$ cat src/brightness_pkg.sv
// Constants shared by the single-wire brightness control block
package brightness_pkg;
  // Core clock period in ns and derived microsecond tick
  localparam int unsigned CLK_PERIOD_NS = 4;
  localparam int unsigned NS_PER_US = 1000;
  localparam int unsigned US_TICK_CYCLES = (NS_PER_US + CLK_PERIOD_NS - 1) / CLK_PERIOD_NS;
  // Pin timing, in microseconds
  localparam int unsigned POWER_ON_WAIT_TIME_US = 140;
  localparam int unsigned SLEEP_ENTRY_LOW_TIME_US = 1260;
  localparam int unsigned DIRECTION_RAISE_LOW_MIN_US = 100;
  localparam int unsigned DIRECTION_RAISE_LOW_MAX_US = 160;
  localparam int unsigned DIRECTION_LOWER_LOW_MIN_US = 420;
  localparam int unsigned DIRECTION_LOWER_LOW_MAX_US = 500;
  localparam int unsigned PRE_DIRECTION_HIGH_WAIT_US = 140;
  localparam int unsigned PRESET_FIRST_EDGE_WINDOW_MIN_US = 35;
  localparam int unsigned PRESET_FIRST_EDGE_WINDOW_MAX_US = 50;
  // Phase timer width in bits; the timer counts microseconds
  localparam int unsigned PHASE_W = 11;
  // Brightness counter
  localparam int unsigned LEVEL_W = 4;
  localparam logic [3:0] LEVEL_RESET = 4'hf;
  localparam int unsigned CODE_W = 8;
  // Log-spaced current codes, ratio near two to the third root
  localparam logic [7:0] CURRENT_CODE [16] = '{
    8'h08, 8'h0a, 8'h0d, 8'h10, 8'h14, 8'h19, 8'h20, 8'h28,
    8'h32, 8'h3f, 8'h50, 8'h65, 8'h7f, 8'ha0, 8'hca, 8'hff
  };
  // Link states
  typedef enum logic [2:0] {
    ST_SLEEP,
    ST_SETUP,
    ST_PRESET,
    ST_ACTIVE
  } link_state_e;
endpackage

$ cat src/pulse_meter_if.sv
// Edge and phase timing signals shared inside the block
`timescale 1ns/1ps
`default_nettype none
interface pulse_meter_if #(parameter int unsigned PW = 11);
  logic us_tick;
  logic fall;
  logic rise;
  logic [PW-1:0] phase_us;
  modport tick_src (output us_tick);
  modport meter (input us_tick, output fall, output rise, output phase_us);
  modport user (input us_tick, input fall, input rise, input phase_us);
endinterface
`default_nettype wire

$ cat src/us_timebase.sv
// Free-running microsecond tick generator
`timescale 1ns/1ps
`default_nettype none
module us_timebase #(
  parameter int unsigned TICK_CYCLES = brightness_pkg::US_TICK_CYCLES
) (
  input wire logic core_clk,
  input wire logic nrst,
  pulse_meter_if.tick_src tb
);
  import brightness_pkg::*;
  localparam int unsigned TW = $clog2(TICK_CYCLES);
  localparam logic [TW-1:0] LAST = TW'(TICK_CYCLES - 1);
  logic [TW-1:0] div;
  wire wrap = (div == LAST);
  // Prescaler runs on every rising edge, never stopped
  always_ff @(posedge core_clk) begin
    if (!nrst) begin
      div <= '0;
    end else begin
      div <= wrap ? '0 : div + 1'b1;
    end
  end
  assign tb.us_tick = wrap;
endmodule
`default_nettype wire

$ cat src/pin_phase_meter.sv
// Edge detector and phase length timer for the control pin
`timescale 1ns/1ps
`default_nettype none
module pin_phase_meter #(
  parameter int unsigned PW = brightness_pkg::PHASE_W
) (
  input wire logic core_clk,
  input wire logic nrst,
  input wire logic serial_control_pin,
  pulse_meter_if.meter pm
);
  import brightness_pkg::*;
  logic pin_q;
  logic [PW-1:0] phase;
  wire edge_seen = serial_control_pin ^ pin_q;
  wire sat = &phase;
  // Edges against the last sampled level
  assign pm.fall = pin_q & ~serial_control_pin;
  assign pm.rise = serial_control_pin & ~pin_q;
  assign pm.phase_us = phase;
  // Phase restarts on each edge, saturates when long
  always_ff @(posedge core_clk) begin
    if (!nrst) begin
      pin_q <= 1'b0;
      phase <= '0;
    end else begin
      pin_q <= serial_control_pin;
      if (edge_seen) begin
        phase <= '0;
      end else if (pm.us_tick && !sat) begin
        phase <= phase + 1'b1;
      end
    end
  end
endmodule
`default_nettype wire

$ cat src/brightness_link.sv
// Single-wire brightness and shutdown control, top level
`timescale 1ns/1ps
`default_nettype none
// What this block does, and what it expects of the controller
// Level moves only on falling edges; other changes depend on phase length.
// Powered with pin low, the block sits in shutdown.
// Without preset, LEDs turn on after pin high for 140 us.
// Default start-up is level 15, counting down.
// Edges in the setup window lower the starting level.
// Pin low for 1260 us or more forces shutdown.
// Shutdown drops boost and LEDs and forgets level and direction.
// Low of 100 to 160 us selects counting up.
// Low of 420 to 500 us selects counting down.
// Controller keeps programming high and low phases within 1 to 32 us.
// First falling edge after start-up or direction change is ignored; the block counts the first fall after a direction pulse.
// Each counted falling edge moves the level by one.
// Controller holds pin high 140 us before a direction pulse.
// Pulse bursts step once per counted edge.
// Steady high pin keeps the level with no further activity.
// Brightness is a 0 to 15 up/down counter.
// Counting down from 0 wraps to 15.
// Counting up from 15 wraps to 0.
// Lower-direction pulse then one edge gives exactly one step down.
// Raise-direction pulse then one edge gives exactly one step up.
// Sixteen logarithmically spaced current levels are provided.
// Controller places the first preset edge 35 to 50 us after rising.
// Presetting counts down, ignores no edge, takes no direction change.
// After presetting, LEDs wait for pin high for 140 us.
// Low phases of other lengths are plain edges; direction kept.
// Phase lengths are timed with a free-running microsecond base.
module brightness_link #(
  parameter int unsigned SLEEP_US = brightness_pkg::SLEEP_ENTRY_LOW_TIME_US,
  parameter int unsigned ON_WAIT_US = brightness_pkg::POWER_ON_WAIT_TIME_US,
  parameter int unsigned DELAY_US = brightness_pkg::PRE_DIRECTION_HIGH_WAIT_US,
  parameter int unsigned UP_MIN_US = brightness_pkg::DIRECTION_RAISE_LOW_MIN_US,
  parameter int unsigned UP_MAX_US = brightness_pkg::DIRECTION_RAISE_LOW_MAX_US,
  parameter int unsigned DN_MIN_US = brightness_pkg::DIRECTION_LOWER_LOW_MIN_US,
  parameter int unsigned DN_MAX_US = brightness_pkg::DIRECTION_LOWER_LOW_MAX_US,
  parameter int unsigned WIN_MIN_US = brightness_pkg::PRESET_FIRST_EDGE_WINDOW_MIN_US,
  parameter int unsigned WIN_MAX_US = brightness_pkg::PRESET_FIRST_EDGE_WINDOW_MAX_US,
  parameter int unsigned TICK_CYCLES = brightness_pkg::US_TICK_CYCLES
) (
  input wire logic core_clk,
  input wire logic nrst,
  input wire logic serial_control_pin,
  output logic boost_enable,
  output logic led_drive_enable,
  output logic count_up,
  output logic [brightness_pkg::LEVEL_W-1:0] brightness_level,
  output logic [brightness_pkg::CODE_W-1:0] led_current_code
);
  import brightness_pkg::*;

  // ----------------------------------------
  // Limits at phase timer width
  // ----------------------------------------
  localparam logic [PHASE_W-1:0] SLEEP_LIM = PHASE_W'(SLEEP_US);
  localparam logic [PHASE_W-1:0] ON_LIM = PHASE_W'(ON_WAIT_US);
  localparam logic [PHASE_W-1:0] DELAY_LIM = PHASE_W'(DELAY_US);
  localparam logic [PHASE_W-1:0] UP_MIN = PHASE_W'(UP_MIN_US);
  localparam logic [PHASE_W-1:0] UP_MAX = PHASE_W'(UP_MAX_US);
  localparam logic [PHASE_W-1:0] DN_MIN = PHASE_W'(DN_MIN_US);
  localparam logic [PHASE_W-1:0] DN_MAX = PHASE_W'(DN_MAX_US);
  localparam logic [PHASE_W-1:0] WIN_MIN = PHASE_W'(WIN_MIN_US);
  localparam logic [PHASE_W-1:0] WIN_MAX = PHASE_W'(WIN_MAX_US);

  // ----------------------------------------
  // Timebase and pin meter
  // ----------------------------------------
  pulse_meter_if #(.PW(PHASE_W)) pm ();

  us_timebase #(
    .TICK_CYCLES(TICK_CYCLES)
  ) u_timebase (
    .core_clk(core_clk),
    .nrst(nrst),
    .tb(pm.tick_src)
  );

  pin_phase_meter #(
    .PW(PHASE_W)
  ) u_meter (
    .core_clk(core_clk),
    .nrst(nrst),
    .serial_control_pin(serial_control_pin),
    .pm(pm.meter)
  );

  // ----------------------------------------
  // State
  // ----------------------------------------
  link_state_e state;
  link_state_e next_state;
  logic [LEVEL_W-1:0] level;
  logic [LEVEL_W-1:0] next_level;
  logic dir_up;
  logic next_dir_up;
  logic skip_first;
  logic next_skip_first;

  // ----------------------------------------
  // Phase decode
  // ----------------------------------------
  wire pin_low = ~serial_control_pin;
  wire pin_high = serial_control_pin;
  wire fall = pm.fall;
  wire rise = pm.rise;
  wire [PHASE_W-1:0] phase = pm.phase_us;
  // Long low forces shutdown; the fall cycle still shows the high length
  wire long_low = pin_low && !fall && (phase >= SLEEP_LIM);
  // Completed low phase lengths, valid with rise
  wire up_pulse = rise && (phase >= UP_MIN) && (phase <= UP_MAX);
  wire dn_pulse = rise && (phase >= DN_MIN) && (phase <= DN_MAX);
  // High phase long enough to start driving; rise cycle shows the low length
  wire on_ready = pin_high && !rise && (phase >= ON_LIM);
  // Settled high re-arms the skip; a direction low must not
  wire rearm = pin_high && !rise && (phase >= DELAY_LIM);
  // First preset edge inside the window after rising
  wire in_window = fall && (phase >= WIN_MIN) && (phase <= WIN_MAX);

  wire is_sleep = (state == ST_SLEEP);
  wire is_setup = (state == ST_SETUP);
  wire is_preset = (state == ST_PRESET);
  wire is_active = (state == ST_ACTIVE);

  // Counted edge: presetting never skips, normal mode skips once
  wire step_active = is_active && fall && !skip_first;
  wire step_preset = (is_setup && in_window) || (is_preset && fall);
  wire step = step_active || step_preset;
  // Presetting always counts down
  wire step_up = step_active && dir_up;
  wire [LEVEL_W-1:0] level_inc = level + 1'b1;
  wire [LEVEL_W-1:0] level_dec = level - 1'b1;

  // ----------------------------------------
  // Next state
  // ----------------------------------------
  always_comb begin
    next_state = state;
    case (state)
      ST_SLEEP: begin
        if (rise) begin
          next_state = ST_SETUP;
        end
      end
      ST_SETUP: begin
        if (in_window) begin
          next_state = ST_PRESET;
        end else if (on_ready) begin
          next_state = ST_ACTIVE;
        end
      end
      ST_PRESET: begin
        if (on_ready) begin
          next_state = ST_ACTIVE;
        end
      end
      ST_ACTIVE: begin
        next_state = ST_ACTIVE;
      end
      default: begin
        next_state = ST_SLEEP;
      end
    endcase
    if (long_low) begin
      next_state = ST_SLEEP;
    end
  end

  // Level: reset to full in shutdown, else step on counted edges
  always_comb begin
    next_level = level;
    if (next_state == ST_SLEEP) begin
      next_level = LEVEL_RESET;
    end else if (step) begin
      next_level = step_up ? level_inc : level_dec;
    end
  end

  // Direction: forced down in shutdown, set by long low phases
  always_comb begin
    next_dir_up = dir_up;
    if (next_state == ST_SLEEP) begin
      next_dir_up = 1'b0;
    end else if (is_active && up_pulse) begin
      next_dir_up = 1'b1;
    end else if (is_active && dn_pulse) begin
      next_dir_up = 1'b0;
    end
  end

  // Ignore flag: armed by a settled high, spent by one fall
  always_comb begin
    next_skip_first = skip_first;
    if (next_state != ST_ACTIVE) begin
      next_skip_first = 1'b1;
    end else if (rearm) begin
      next_skip_first = 1'b1;
    end else if (fall) begin
      next_skip_first = 1'b0;
    end
  end

  // ----------------------------------------
  // Registers
  // ----------------------------------------
  always_ff @(posedge core_clk) begin
    if (!nrst) begin
      state <= ST_SLEEP;
      level <= LEVEL_RESET;
      dir_up <= 1'b0;
      skip_first <= 1'b1;
    end else begin
      state <= next_state;
      level <= next_level;
      dir_up <= next_dir_up;
      skip_first <= next_skip_first;
    end
  end

  // Output flops follow the next state
  always_ff @(posedge core_clk) begin
    if (!nrst) begin
      boost_enable <= 1'b0;
      led_drive_enable <= 1'b0;
      led_current_code <= '0;
    end else begin
      boost_enable <= (next_state == ST_ACTIVE);
      led_drive_enable <= (next_state == ST_ACTIVE);
      led_current_code <= (next_state == ST_ACTIVE) ? CURRENT_CODE[next_level] : '0;
    end
  end

  // Level and direction are plain register copies
  assign brightness_level = level;
  assign count_up = dir_up;
endmodule
`default_nettype wire

$ cat config.mk
export PLATFORM = sky130hd
export DESIGN_NAME = brightness_link
export DESIGN_NICKNAME = d
export VERILOG_FILES = /design/src/brightness_pkg.sv /design/src/pulse_meter_if.sv /design/src/us_timebase.sv /design/src/pin_phase_meter.sv /design/src/brightness_link.sv
export SDC_FILE = /design/constraint.sdc
export NUM_CORES = 1
export LEC_CHECK = 0
export BUFFER_PORTS_ARGS = -buffer_cell sky130_fd_sc_hd__buf_2
export CAP_MARGIN = 20
export CORE_MARGIN = 8
export CORE_UTILIZATION = 55
export CTS_CLUSTER_DIAMETER = 200
export CTS_CLUSTER_SIZE = 8
export DETAILED_ROUTE_END_ITERATION = 10
export PLACE_DENSITY_LB_ADDON = 0.25
export RECOVER_POWER = 100
export REMOVE_ABC_BUFFERS = 1
export SYNTH_ARGS = -nofsm -noshare
export SYNTH_HDL_FRONTEND = slang
export SYNTH_SLANG_ARGS = --single-unit
$ cat constraint.sdc
create_clock -name core_clk -period 3.9 [get_ports core_clk]
set_input_delay 0.585 -clock core_clk [delete_from_list [all_inputs] [get_ports core_clk]]
set_output_delay 0.585 -clock core_clk [all_outputs]
set_load 0.05 [all_outputs]
==> out/metrics.yaml, run 1 <==
clock_network:
  insertion_delay_ps: 290
  clk_pin_slew_ps: 80
  numCtsBuffers: 5
  cts_sinks: 38
  ctsHoldBuffers: 0
  cts_buffer_depth: 2
  cts_tree: "done"
  cts_resized: 0
  cts_htree_levels: 2
  cts-root-buf: "clkbuf_8"
  post_cts_buffers: 0
timing:
  finalCritPeriodShare_pct: 86.6
  period_needed_ps: 3380
  maxSlewViolCount: 0
  tns_ps: 0
  tightest_slew_ps: 604
  setup_violations: 0
  hold_slack_ps: 466
  rsz0062_at_grt: "no"
  max_freq_ghz: 0.296
  hold_viol: 0
  finClkSkew_ps: 4.96
  fin_ws_ps: 523
  slew-limit-headroom_pct: 59.9
power:
  ir_worst_vdd_mv: 0.203
  p_comb_share_pct: 3.7
  netSwitchingFraction_pct: 23.2
  p_per_area_nw_per_um2: 293
  power_frac_seq_pct: 56.2
  clockPowerShare_pct: 40.1
  p_total_w: 0.000707
  leakage_nw: 0.882
  power.internal_w: 0.000543
  switching_power_w: 0.000164
detailed_routing:
  firstDrtPassIters: 4
  drtIter0Drc: 172
  drc: 0
  wl_mm: 4.73
  wl_per_cell_um: 13.9
  viasPerCell: 5.70
  drtAntennaViolNets: 0
  via_count: 1933
cells_and_area:
  num-nets-final: 308
  nFillCells: 376
  ff_latch_area_um2: 761
  area_delta_synth_final_pct: 6.23
  drive_above_1_share_pct: 5.88
  multiInputGateArea_um2: 1370
  antenna_cells: 0
global_routing:
  grt_max_degree: 13
  grt_antenna_before_repair: 0
  grt_pass1_wl_mm: 8.11
  grt_pass1_vias: 1752
  global_route.overflow_total: 0
  groute.usage.overall_pct: 15.6
critical_path:
  required_ps: 4090
  critPathKind: "input port to register"
  crit_arrival_ps: 3570
  critPathMaxFanout: 6
  cp-end-kind: "register"
  worst_setup_path_start_kind: "input port"
die:
  placementRows: 23
  die_area_um2: 6440
  die_h_um: 80.2
  ios: 18
  initial_core_util_pct: 56.7
  die-width_um: 80.2
  core_um2: 4000
synth:
  synth-edff-count: 0
  syn_avg_cell_area_um2: 8.22
  synth.cell_area_um2: 2270
  yosysWarnings: 0
  synth-async-reset-ratio_pct: 0
  synth-seq-cells: 38
  ys.flop_type: "dfxtp_1"
  synth.distinct_cells: 54
  syn_inst: 276
  yosysSeqAreaShare_pct: 33.5
place:
  globalplace.congestion: 0.880
  hpwl_mm: 3.48
  numPortBuffers: 17
  place_ws_ps: 327
status:
  status: "completed"
run:
  drv_cap: 0
hold_path:
  hold_class: "register to register"
==> cell type report <==
type / count / area share, %
well taps: 50 / 2.59
multi-input cells: 210 / 56.8
repair buffers: 17 / 2.65
clock inverters: 2 / 0.519
flip-flops and latches: 38 / 31.6
inverters: 16 / 2.49
clock buffers: 6 / 3.43
==> kinds of logic after synthesis <==
group                    share of synthesized area, %
multiplexers                                    0.882
adder cells (fa/ha/maj)                          9.70
buffers and inverters                            5.57
XOR/XNOR                                         6.56
flip-flops                                       33.5
AO/OA/AOI/OAI                                    19.2
AND/OR/NAND/NOR                                  24.4
other                                           0.165
==> cell usage in the layout (no fill, tap or decap), types with 2 or more instances in the layout <==
cell and instances:
dfxtp_1 38, nor2_1 31, nand2_1 28, a21oi_1 19, clkbuf_1 17, inv_1 16
ha_1 16, nand3_1 13, o21ai_0 12, xnor2_1 11, nor3_1 7, xor2_1 6
a31oi_1 6, clkbuf_8 6, nand4_1 5, or3_1 4, a21o_1 4, nor3b_1 4
nor4_1 3, o31ai_1 3, a311oi_1 3, nand2_2 2, mux2i_1 2, and3_1 2
and2_1 2, nand2b_1 2, o211ai_1 2, a211oi_1 2, o22ai_1 2
==> power groups by stage <==
stage	sequential, W	combinational [W]	clock, W
2_1_floorplan	0.000405	0.0000188	0
3_3_place_gp	0.000406	0.0000261	0
3_5_place_dp	0.000406	0.0000269	0
4_1_cts	0.000397	0.0000269	0.000294
5_1_grt	0.000398	0.0000301	0.000311
6_report	0.000397	0.0000265	0.000283
==> worst max-delay path: stages <==
cell      delay, ps
clkbuf_1        130
inv_1           100
ha_1            200
nand3b_1        140
nor3_1          300
inv_1           140
fa_1            480
o21ai_0          90
o21ai_0         180
nor2_1          370
inv_1           170
ha_1            210
a211o_1         250
o221a_2         220
==> final timing paths <==
path	from	endpoint	slack, ps	depth (start not counted)
worst max-delay path	serial_control_pin	led_current_code[4]	520	14
worst min-delay path	u_timebase.div[0]	u_timebase.div[0]	470	1
worst max register to register	u_meter.pm.phase_us[0]	led_current_code[4]	560	11
worst min register to register	u_timebase.div[0]	u_timebase.div[0]	470	1
==> registers in the layout, indices dropped and copies added, names as in the netlist <==
register	count
led_current_code	8
state	3
skip_first	1
led_drive_enable	1
u_meter.pm.phase_us	11
brightness_level	4
u_meter.pin_q	1
u_timebase.div	8
count_up	1
==> per-stage QoR <==
stage	cell area, um^2	util, %	std cells
final	2410	60.3	339
after global routing	2410	60.3	339
after CTS	2450	61.2	339
after detailed placement	2350	58.8	331
after global placement	2350	58.8	331
after floorplan	2200	-	264
==> layer usage <==
metal  global-route usage [%]  routed length, um
met1                     18.6               2180
met2                     26.0               2220
met3                     3.35                224
met4                     6.91                 97
met5                        0                  0
==> synth_stat cells, types with 5 or more instances <==
master / count / area (um^2)
nand2_1: 27 / 101
o21ai_0: 10 / 50.1
nand3_1: 12 / 60.1
xor2_1: 6 / 52.6
inv_1: 16 / 60.1
nor2_1: 30 / 113
a21oi_1: 18 / 90.1
ha_1: 16 / 200
nor3_1: 7 / 35.0
xnor2_1: 11 / 96.3
dfxtp_1: 38 / 761
nand4_1: 5 / 31.3
a31oi_1: 6 / 37.5
(Power assumes the default switching activity.)
==> run 2, diff against run 1 <==
- MAX_ROUTING_LAYER: default -> met4
==> run 2 against run 1 <==
  * Sequential power about the same
  * Worst hold slack better by 13 ps
  * Register-to-register slack better by 120 ps
  * Die area unchanged
  * Core utilization up 0.28 points
  * Cell count unchanged
  * Critical endpoint unchanged
  * Largest power group unchanged
==> out/metrics.yaml, run 2 (synthesized netlist as in run 1, its figures left out) <==
critical_path:
  rr_worst_depth: 11  # unchanged
  cp_common_cell: "inv_1"
  reg2reg_to: "led_current_code[4]"
  crit_chain: "clkbuf_1, inv_1, ha_1, nand3b_1, nor3_1, inv_1, fa_1, o21ai_0, o21ai_0, nor2_1, inv_1, ha_1, a211o_1, o221a_2"
  critPathSlowestCell: "fa_1"
  required_ps: 4080  # about the same
  critPathMaxFanout: 6  # unchanged
  crit_arrival_ps: 3480  # -90 ps
  critPathCapture: "led_current_code[4]"
  reg2reg_slack_ps: 680  # +120 ps
  worst_setup_path_start_kind: "input port"
  slowest_delay_ps: 480  # about the same
  crit_start: "serial_control_pin"
  r2r-start: "u_meter.pm.phase_us[0]"
  cp-end-kind: "register"
  critPathKind: "input port to register"
global_routing:
  groute.usage.overall_pct: 15.9  # +0.36 points
  grt_pass1_wl_mm: 7.98  # -1.7%
  grt_antenna_before_repair: 0  # unchanged
  global_route.overflow_total: 0  # unchanged
  grt_pass1_vias: 1775  # +1.3%
  grt_max_degree: 12  # -1
die:
  core_um2: 4000  # unchanged
  die-width_um: 80.2  # unchanged
  die_h_um: 80.2  # unchanged
  ios: 18  # unchanged
  die_area_um2: 6440  # unchanged
  initial_core_util_pct: 56.7  # unchanged
  placementRows: 23  # unchanged
clock_network:
  numCtsBuffers: 5  # unchanged
  ctsHoldBuffers: 0  # unchanged
  cts_buffer_depth: 2  # unchanged
  cts-root-buf: "clkbuf_8"
  cts_sinks: 38  # unchanged
  cts_resized: 0  # unchanged
  clk_pin_slew_ps: 70  # about the same
  insertion_delay_ps: 290  # about the same
  cts_htree_levels: 2  # unchanged
  post_cts_buffers: 0  # unchanged
  cts_tree: "done"
timing:
  finClkSkew_ps: 5.41  # +0.447 ps
  tns_ps: 0  # unchanged
  hold_viol: 0  # unchanged
  maxSlewViolCount: 0  # unchanged
  fin_ws_ps: 602  # +78.4 ps
  slew-limit-headroom_pct: 59.8  # -0.13 points
  setup_violations: 0  # unchanged
  rsz0062_at_grt: "no"
  tightest_slew_ps: 606  # +1.99 ps
  period_needed_ps: 3300  # -78.4 ps
  max_freq_ghz: 0.303  # +2.4%
  finalCritPeriodShare_pct: 84.6  # -2.0 points
cells_and_area:
  antenna_cells: 0  # unchanged
  num-nets-final: 308  # unchanged
  finish.utilization_pct: 60.6  # +0.28 points
  ff_latch_area_um2: 761  # unchanged
  multiInputGateArea_um2: 1370  # unchanged
  mostFrequentLayoutCell: "dfxtp_1"
  layout_common_cells: "38 x dfxtp_1, 31 x nor2_1, 28 x nand2_1"
  nFillCells: 370  # -1.6%
  area_delta_synth_final_pct: 6.73
  drive_above_1_share_pct: 5.19  # -0.69 points
  largest_reg_flops: 11  # unchanged
detailed_routing:
  via_count: 1927  # -0.31%
  wl_per_cell_um: 13.6  # -2.1%
  wl_mm: 4.63  # -2.1%
  firstDrtPassIters: 4  # unchanged
  drtIter0Drc: 169  # -1.7%
  drtAntennaViolNets: 0  # unchanged
  drc: 0  # unchanged
  viasPerCell: 5.68  # -0.31%
power:
  leakage_nw: 0.887  # +0.60%
  ir_worst_vdd_mv: 0.204  # +0.54%
  p_per_area_nw_per_um2: 308  # +5.2%
place:
  numPortBuffers: 17  # unchanged
  hpwl_mm: 3.47  # -0.23%
  globalplace.congestion: 0.884  # +0.48%
  place_ws_ps: 390  # +62.7 ps
status:
  status: "completed"
run:
  drv_cap: 0  # unchanged
hold_path:
  hold_class: "register to register"
run 2: layout make-up:
type                    count  area share [%]
well taps                  50            2.58
clock buffers               7            3.15
flip-flops and latches     38            31.4
clock inverters             1            1.24
multi-input cells         210            56.5
repair buffers             17            2.63
inverters                  16            2.48
run 2: where the power goes:
part	switching (W)	total [W]	internal, W	leakage [nW]
Clock	0.000133	0.000324	0.000191	0.0524
Combinational	0.0000169	0.0000262	0.00000927	0.527
Sequential	0.00000513	0.000397	0.000392	0.308
Total	0.000155	0.000747	0.000593	0.887
run 2: per-layer routing:
metal  track usage [%]  up-vias  routed length [um]
li1                  -      986                   -
met4              7.09        0                 108
met3              4.24        9                 204
met1              18.0      888                2140
met5                 -        -                   0
met2              25.9       44                2170
run 2: worst min-delay path by stage:
stage               slack, ps           endpoint  cells after the start         startpoint
floorplan                 430  u_timebase.div[0]                      1  u_timebase.div[0]
global placement          450  u_timebase.div[0]                      1  u_timebase.div[0]
detailed placement        460  u_timebase.div[0]                      1  u_timebase.div[0]
CTS                       480  u_timebase.div[0]                      1  u_timebase.div[0]
global route              490  u_timebase.div[0]                      1  u_timebase.div[0]
finish                    480  u_timebase.div[0]                      1  u_timebase.div[0]
run 2: per-stage QoR:
step	hold slack, ps	power, W	instances	cell area [um^2]
global route	489	0.000779	339	2420
floorplan	433	0.000424	264	2200
CTS	476	0.000757	339	2460
global placement	451	0.000432	331	2350
detailed placement	459	0.000433	331	2350
finish	479	0.000747	339	2420
run 2: critical path: cells and delay by family:
kind / cells / cell delay, ps
buffers and inverters: 4 / 510
adders and majority gates: 3 / 900
AOI/OAI and AO/OA: 4 / 730
and+or+nand+nor: 3 / 750
==> run 3, diff against run 2 <==
- clock period: 3.9 -> 3.2 ns (I/O delays scaled with it)
==> run 3 against run 2 <==
  * Count of clock-buffer cells in the layout fell by 1
  * Critical endpoint unchanged
  * Combinational power rose by 30%
  * Non-clock buffer count rose by 6
  * First-iteration DRC count rose by 5.3%
  * Routed wire length rose by 4.3%
  * Global-route usage fell by 0.10 points
  * Total power rose by 16%
  * Largest cell class unchanged
  * Critical path depth fell by 3
  * Clock power rose by 7.7%
==> out/metrics.yaml, run 3 (synthesized netlist as in run 1, its figures left out) <==
power:
  power.internal_w: 0.000663  # +12%
  p_comb_share_pct: 3.9  # +0.4 points
  clockPowerShare_pct: 40.3  # -3.0 points
  netSwitchingFraction_pct: 23.4  # +2.7 points
  power_frac_seq_pct: 55.7  # +2.5 points
  switching_power_w: 0.000203  # +31%
  leakage_nw: 0.907  # +2.3%
  ir_worst_vdd_mv: 0.287  # +41%
  p_per_area_nw_per_um2: 350  # +13%
cells_and_area:
  layout_common_cells: "38 x dfxtp_1, 31 x nor2_1, 27 x nand2_1"
  area_delta_synth_final_pct: 8.93
  num-nets-final: 314  # +1.9%
  largest_reg_flops: 11  # unchanged
  final_cell_count_no_fill: 345  # +1.8%
  antenna_cells: 0  # unchanged
  drive_above_1_share_pct: 9.49  # +4.3 points
  mostFrequentLayoutCell: "dfxtp_1"
  finish.utilization_pct: 61.8  # +1.3 points
  nFillCells: 387  # +4.6%
clock_network:
  cts_tree: "done"
  post_cts_buffers: 0  # unchanged
  cts_htree_levels: 2  # unchanged
  insertion_delay_ps: 290  # about the same
  cts_sinks: 38  # unchanged
  clk_pin_slew_ps: 80  # about the same
  cts_buffer_depth: 2  # unchanged
  cts-root-buf: "clkbuf_8"
  numCtsBuffers: 5  # unchanged
global_routing:
  grt_max_degree: 13  # +1
  grt_antenna_before_repair: 0  # unchanged
  grt_pass1_vias: 1760  # -0.85%
  global_route.overflow_total: 0  # unchanged
  groute.usage.overall_pct: 15.8  # -0.10 points
  grt_pass1_wl_mm: 8.09  # +1.5%
critical_path:
  crit_chain: "ha_1, nor2_1, mux2i_2, nand3_1, nand2_1, xnor2_1, nor2_1, inv_1, ha_1, a211o_1, o221a_2"
  cp-end-kind: "register"
  reg2reg_slack_ps: 270  # -410 ps
  slowest_delay_ps: 480  # about the same
  critPathBufInv: 1  # -3
  r2r-start: "u_meter.pm.phase_us[0]"
  worst_setup_path_start_kind: "register"
  crit_arrival_ps: 3120  # -360 ps
  required_ps: 3390  # -690 ps
  crit_start: "u_meter.pm.phase_us[0]"
  crit_family: "simple AND/OR/NAND/NOR gates"
  critPathSlowestCell: "dfxtp_1"
  critPathKind: "register to register"
  critPathMaxFanout: 8  # +2
timing:
  period_needed_ps: 2930
  setup_violations: 0  # unchanged
  hold_slack_ps: 441  # -37.5 ps
  finClkSkew_ps: 4.59  # -0.812 ps
  maxSlewViolCount: 0  # unchanged
  max_freq_ghz: 0.342
  hold_viol: 0  # unchanged
  slew-limit-headroom_pct: 60.2  # +0.41 points
  tightest_slew_ps: 600  # -6.18 ps
  finalCritPeriodShare_pct: 91.4
die:
  placementRows: 23  # unchanged
  die_area_um2: 6440  # unchanged
  core_um2: 4000  # unchanged
  die-width_um: 80.2  # unchanged
  initial_core_util_pct: 56.7  # unchanged
  ios: 18  # unchanged
  die_h_um: 80.2  # unchanged
detailed_routing:
  wl_per_cell_um: 14.0  # +2.5%
  dr_wl_met2_mm: 2.31  # +6.6%
  firstDrtPassIters: 4  # unchanged
  wl_met1_mm: 2.19  # +2.1%
  met3_wirelength_um: 263  # +29%
  drtIter0Drc: 178  # +5.3%
  wl_mm: 4.83  # +4.3%
  via_count: 1980  # +2.8%
  drc: 0  # unchanged
  viasPerCell: 5.74  # +0.96%
  drtAntennaViolNets: 0  # unchanged
  routed.top_layer: "met4"
place:
  dp_cells: 337  # +1.8%
  hpwl_mm: 3.52  # +1.5%
  numPortBuffers: 17  # unchanged
  globalplace.congestion: 0.947  # +7.2%
run:
  drv_cap: 0  # unchanged
hold_path:
  worstHoldStart: "serial_control_pin"
  hold_class: "input port to register"
status:
  status: "completed"
[run 3: cell count changes in the layout (fill, tap and decap cells not counted), sizes merged]
| cell | previous run | this run |
|---|---|---|
| buf | 0 | 7 |
| clkbuf | 24 | 22 |
| bufinv | 1 | 0 |
| clkinv | 0 | 1 |
| clkinvlp | 0 | 1 |
[run 3: timing repair]
action | CTS | global route
endpoints found under the setup margin | 0 | 5
resized for setup | 0 | 2
hold buffers | 0 | 0
[run 3: stage by stage]
stage	total power, W	setup TNS, ps	instance area, um^2	setup slack (ps)
6_report	0.000866	0	2470	274
5_1_grt	0.000901	-23.9	2470	-14.3
4_1_cts	0.000877	0	2490	261
3_5_place_dp	0.000528	-147	2400	-42.1
3_3_place_gp	0.000527	0	2400	30.9
2_1_floorplan	0.000516	0	2200	206
[run 3: cell type report]
| cell class | count | area [um^2] | share of cell area (%) |
|---|---|---|---|
| clock buffers | 6 | 82.6 | 3.34 |
| clock inverters | 2 | 12.5 | 0.506 |
| inverters | 16 | 60.1 | 2.43 |
| multi-input cells | 210 | 1380 | 56.0 |
| flip-flops and latches | 38 | 761 | 30.8 |
| well taps | 50 | 62.6 | 2.53 |
| repair buffers | 23 | 110 | 4.45 |
[run 3: final timing paths]
path | endpoint | depth (start not counted)
worst max-delay path | led_current_code[4] | 11
worst min-delay path | u_meter.pin_q | 2
worst max register to register | led_current_code[4] | 11
worst min register to register | u_timebase.div[0] | 1
[run 3: metal layers]
layer / GRT usage, % / vias to the layer above
met3: 3.35 / 5
met2: 25.9 / 49
li1: - / 1006
met4: 5.27 / 0
met5: - / -
met1: 18.8 / 920
[run 3: power groups by stage]
stage          logic (W)  clock network, W  registers (W)
6_report       0.0000340          0.000349       0.000482
2_1_floorplan  0.0000230                 0       0.000494
5_1_grt        0.0000378          0.000380       0.000484
3_5_place_dp   0.0000341                 0       0.000494
4_1_cts        0.0000341          0.000360       0.000482
3_3_place_gp   0.0000337                 0       0.000494
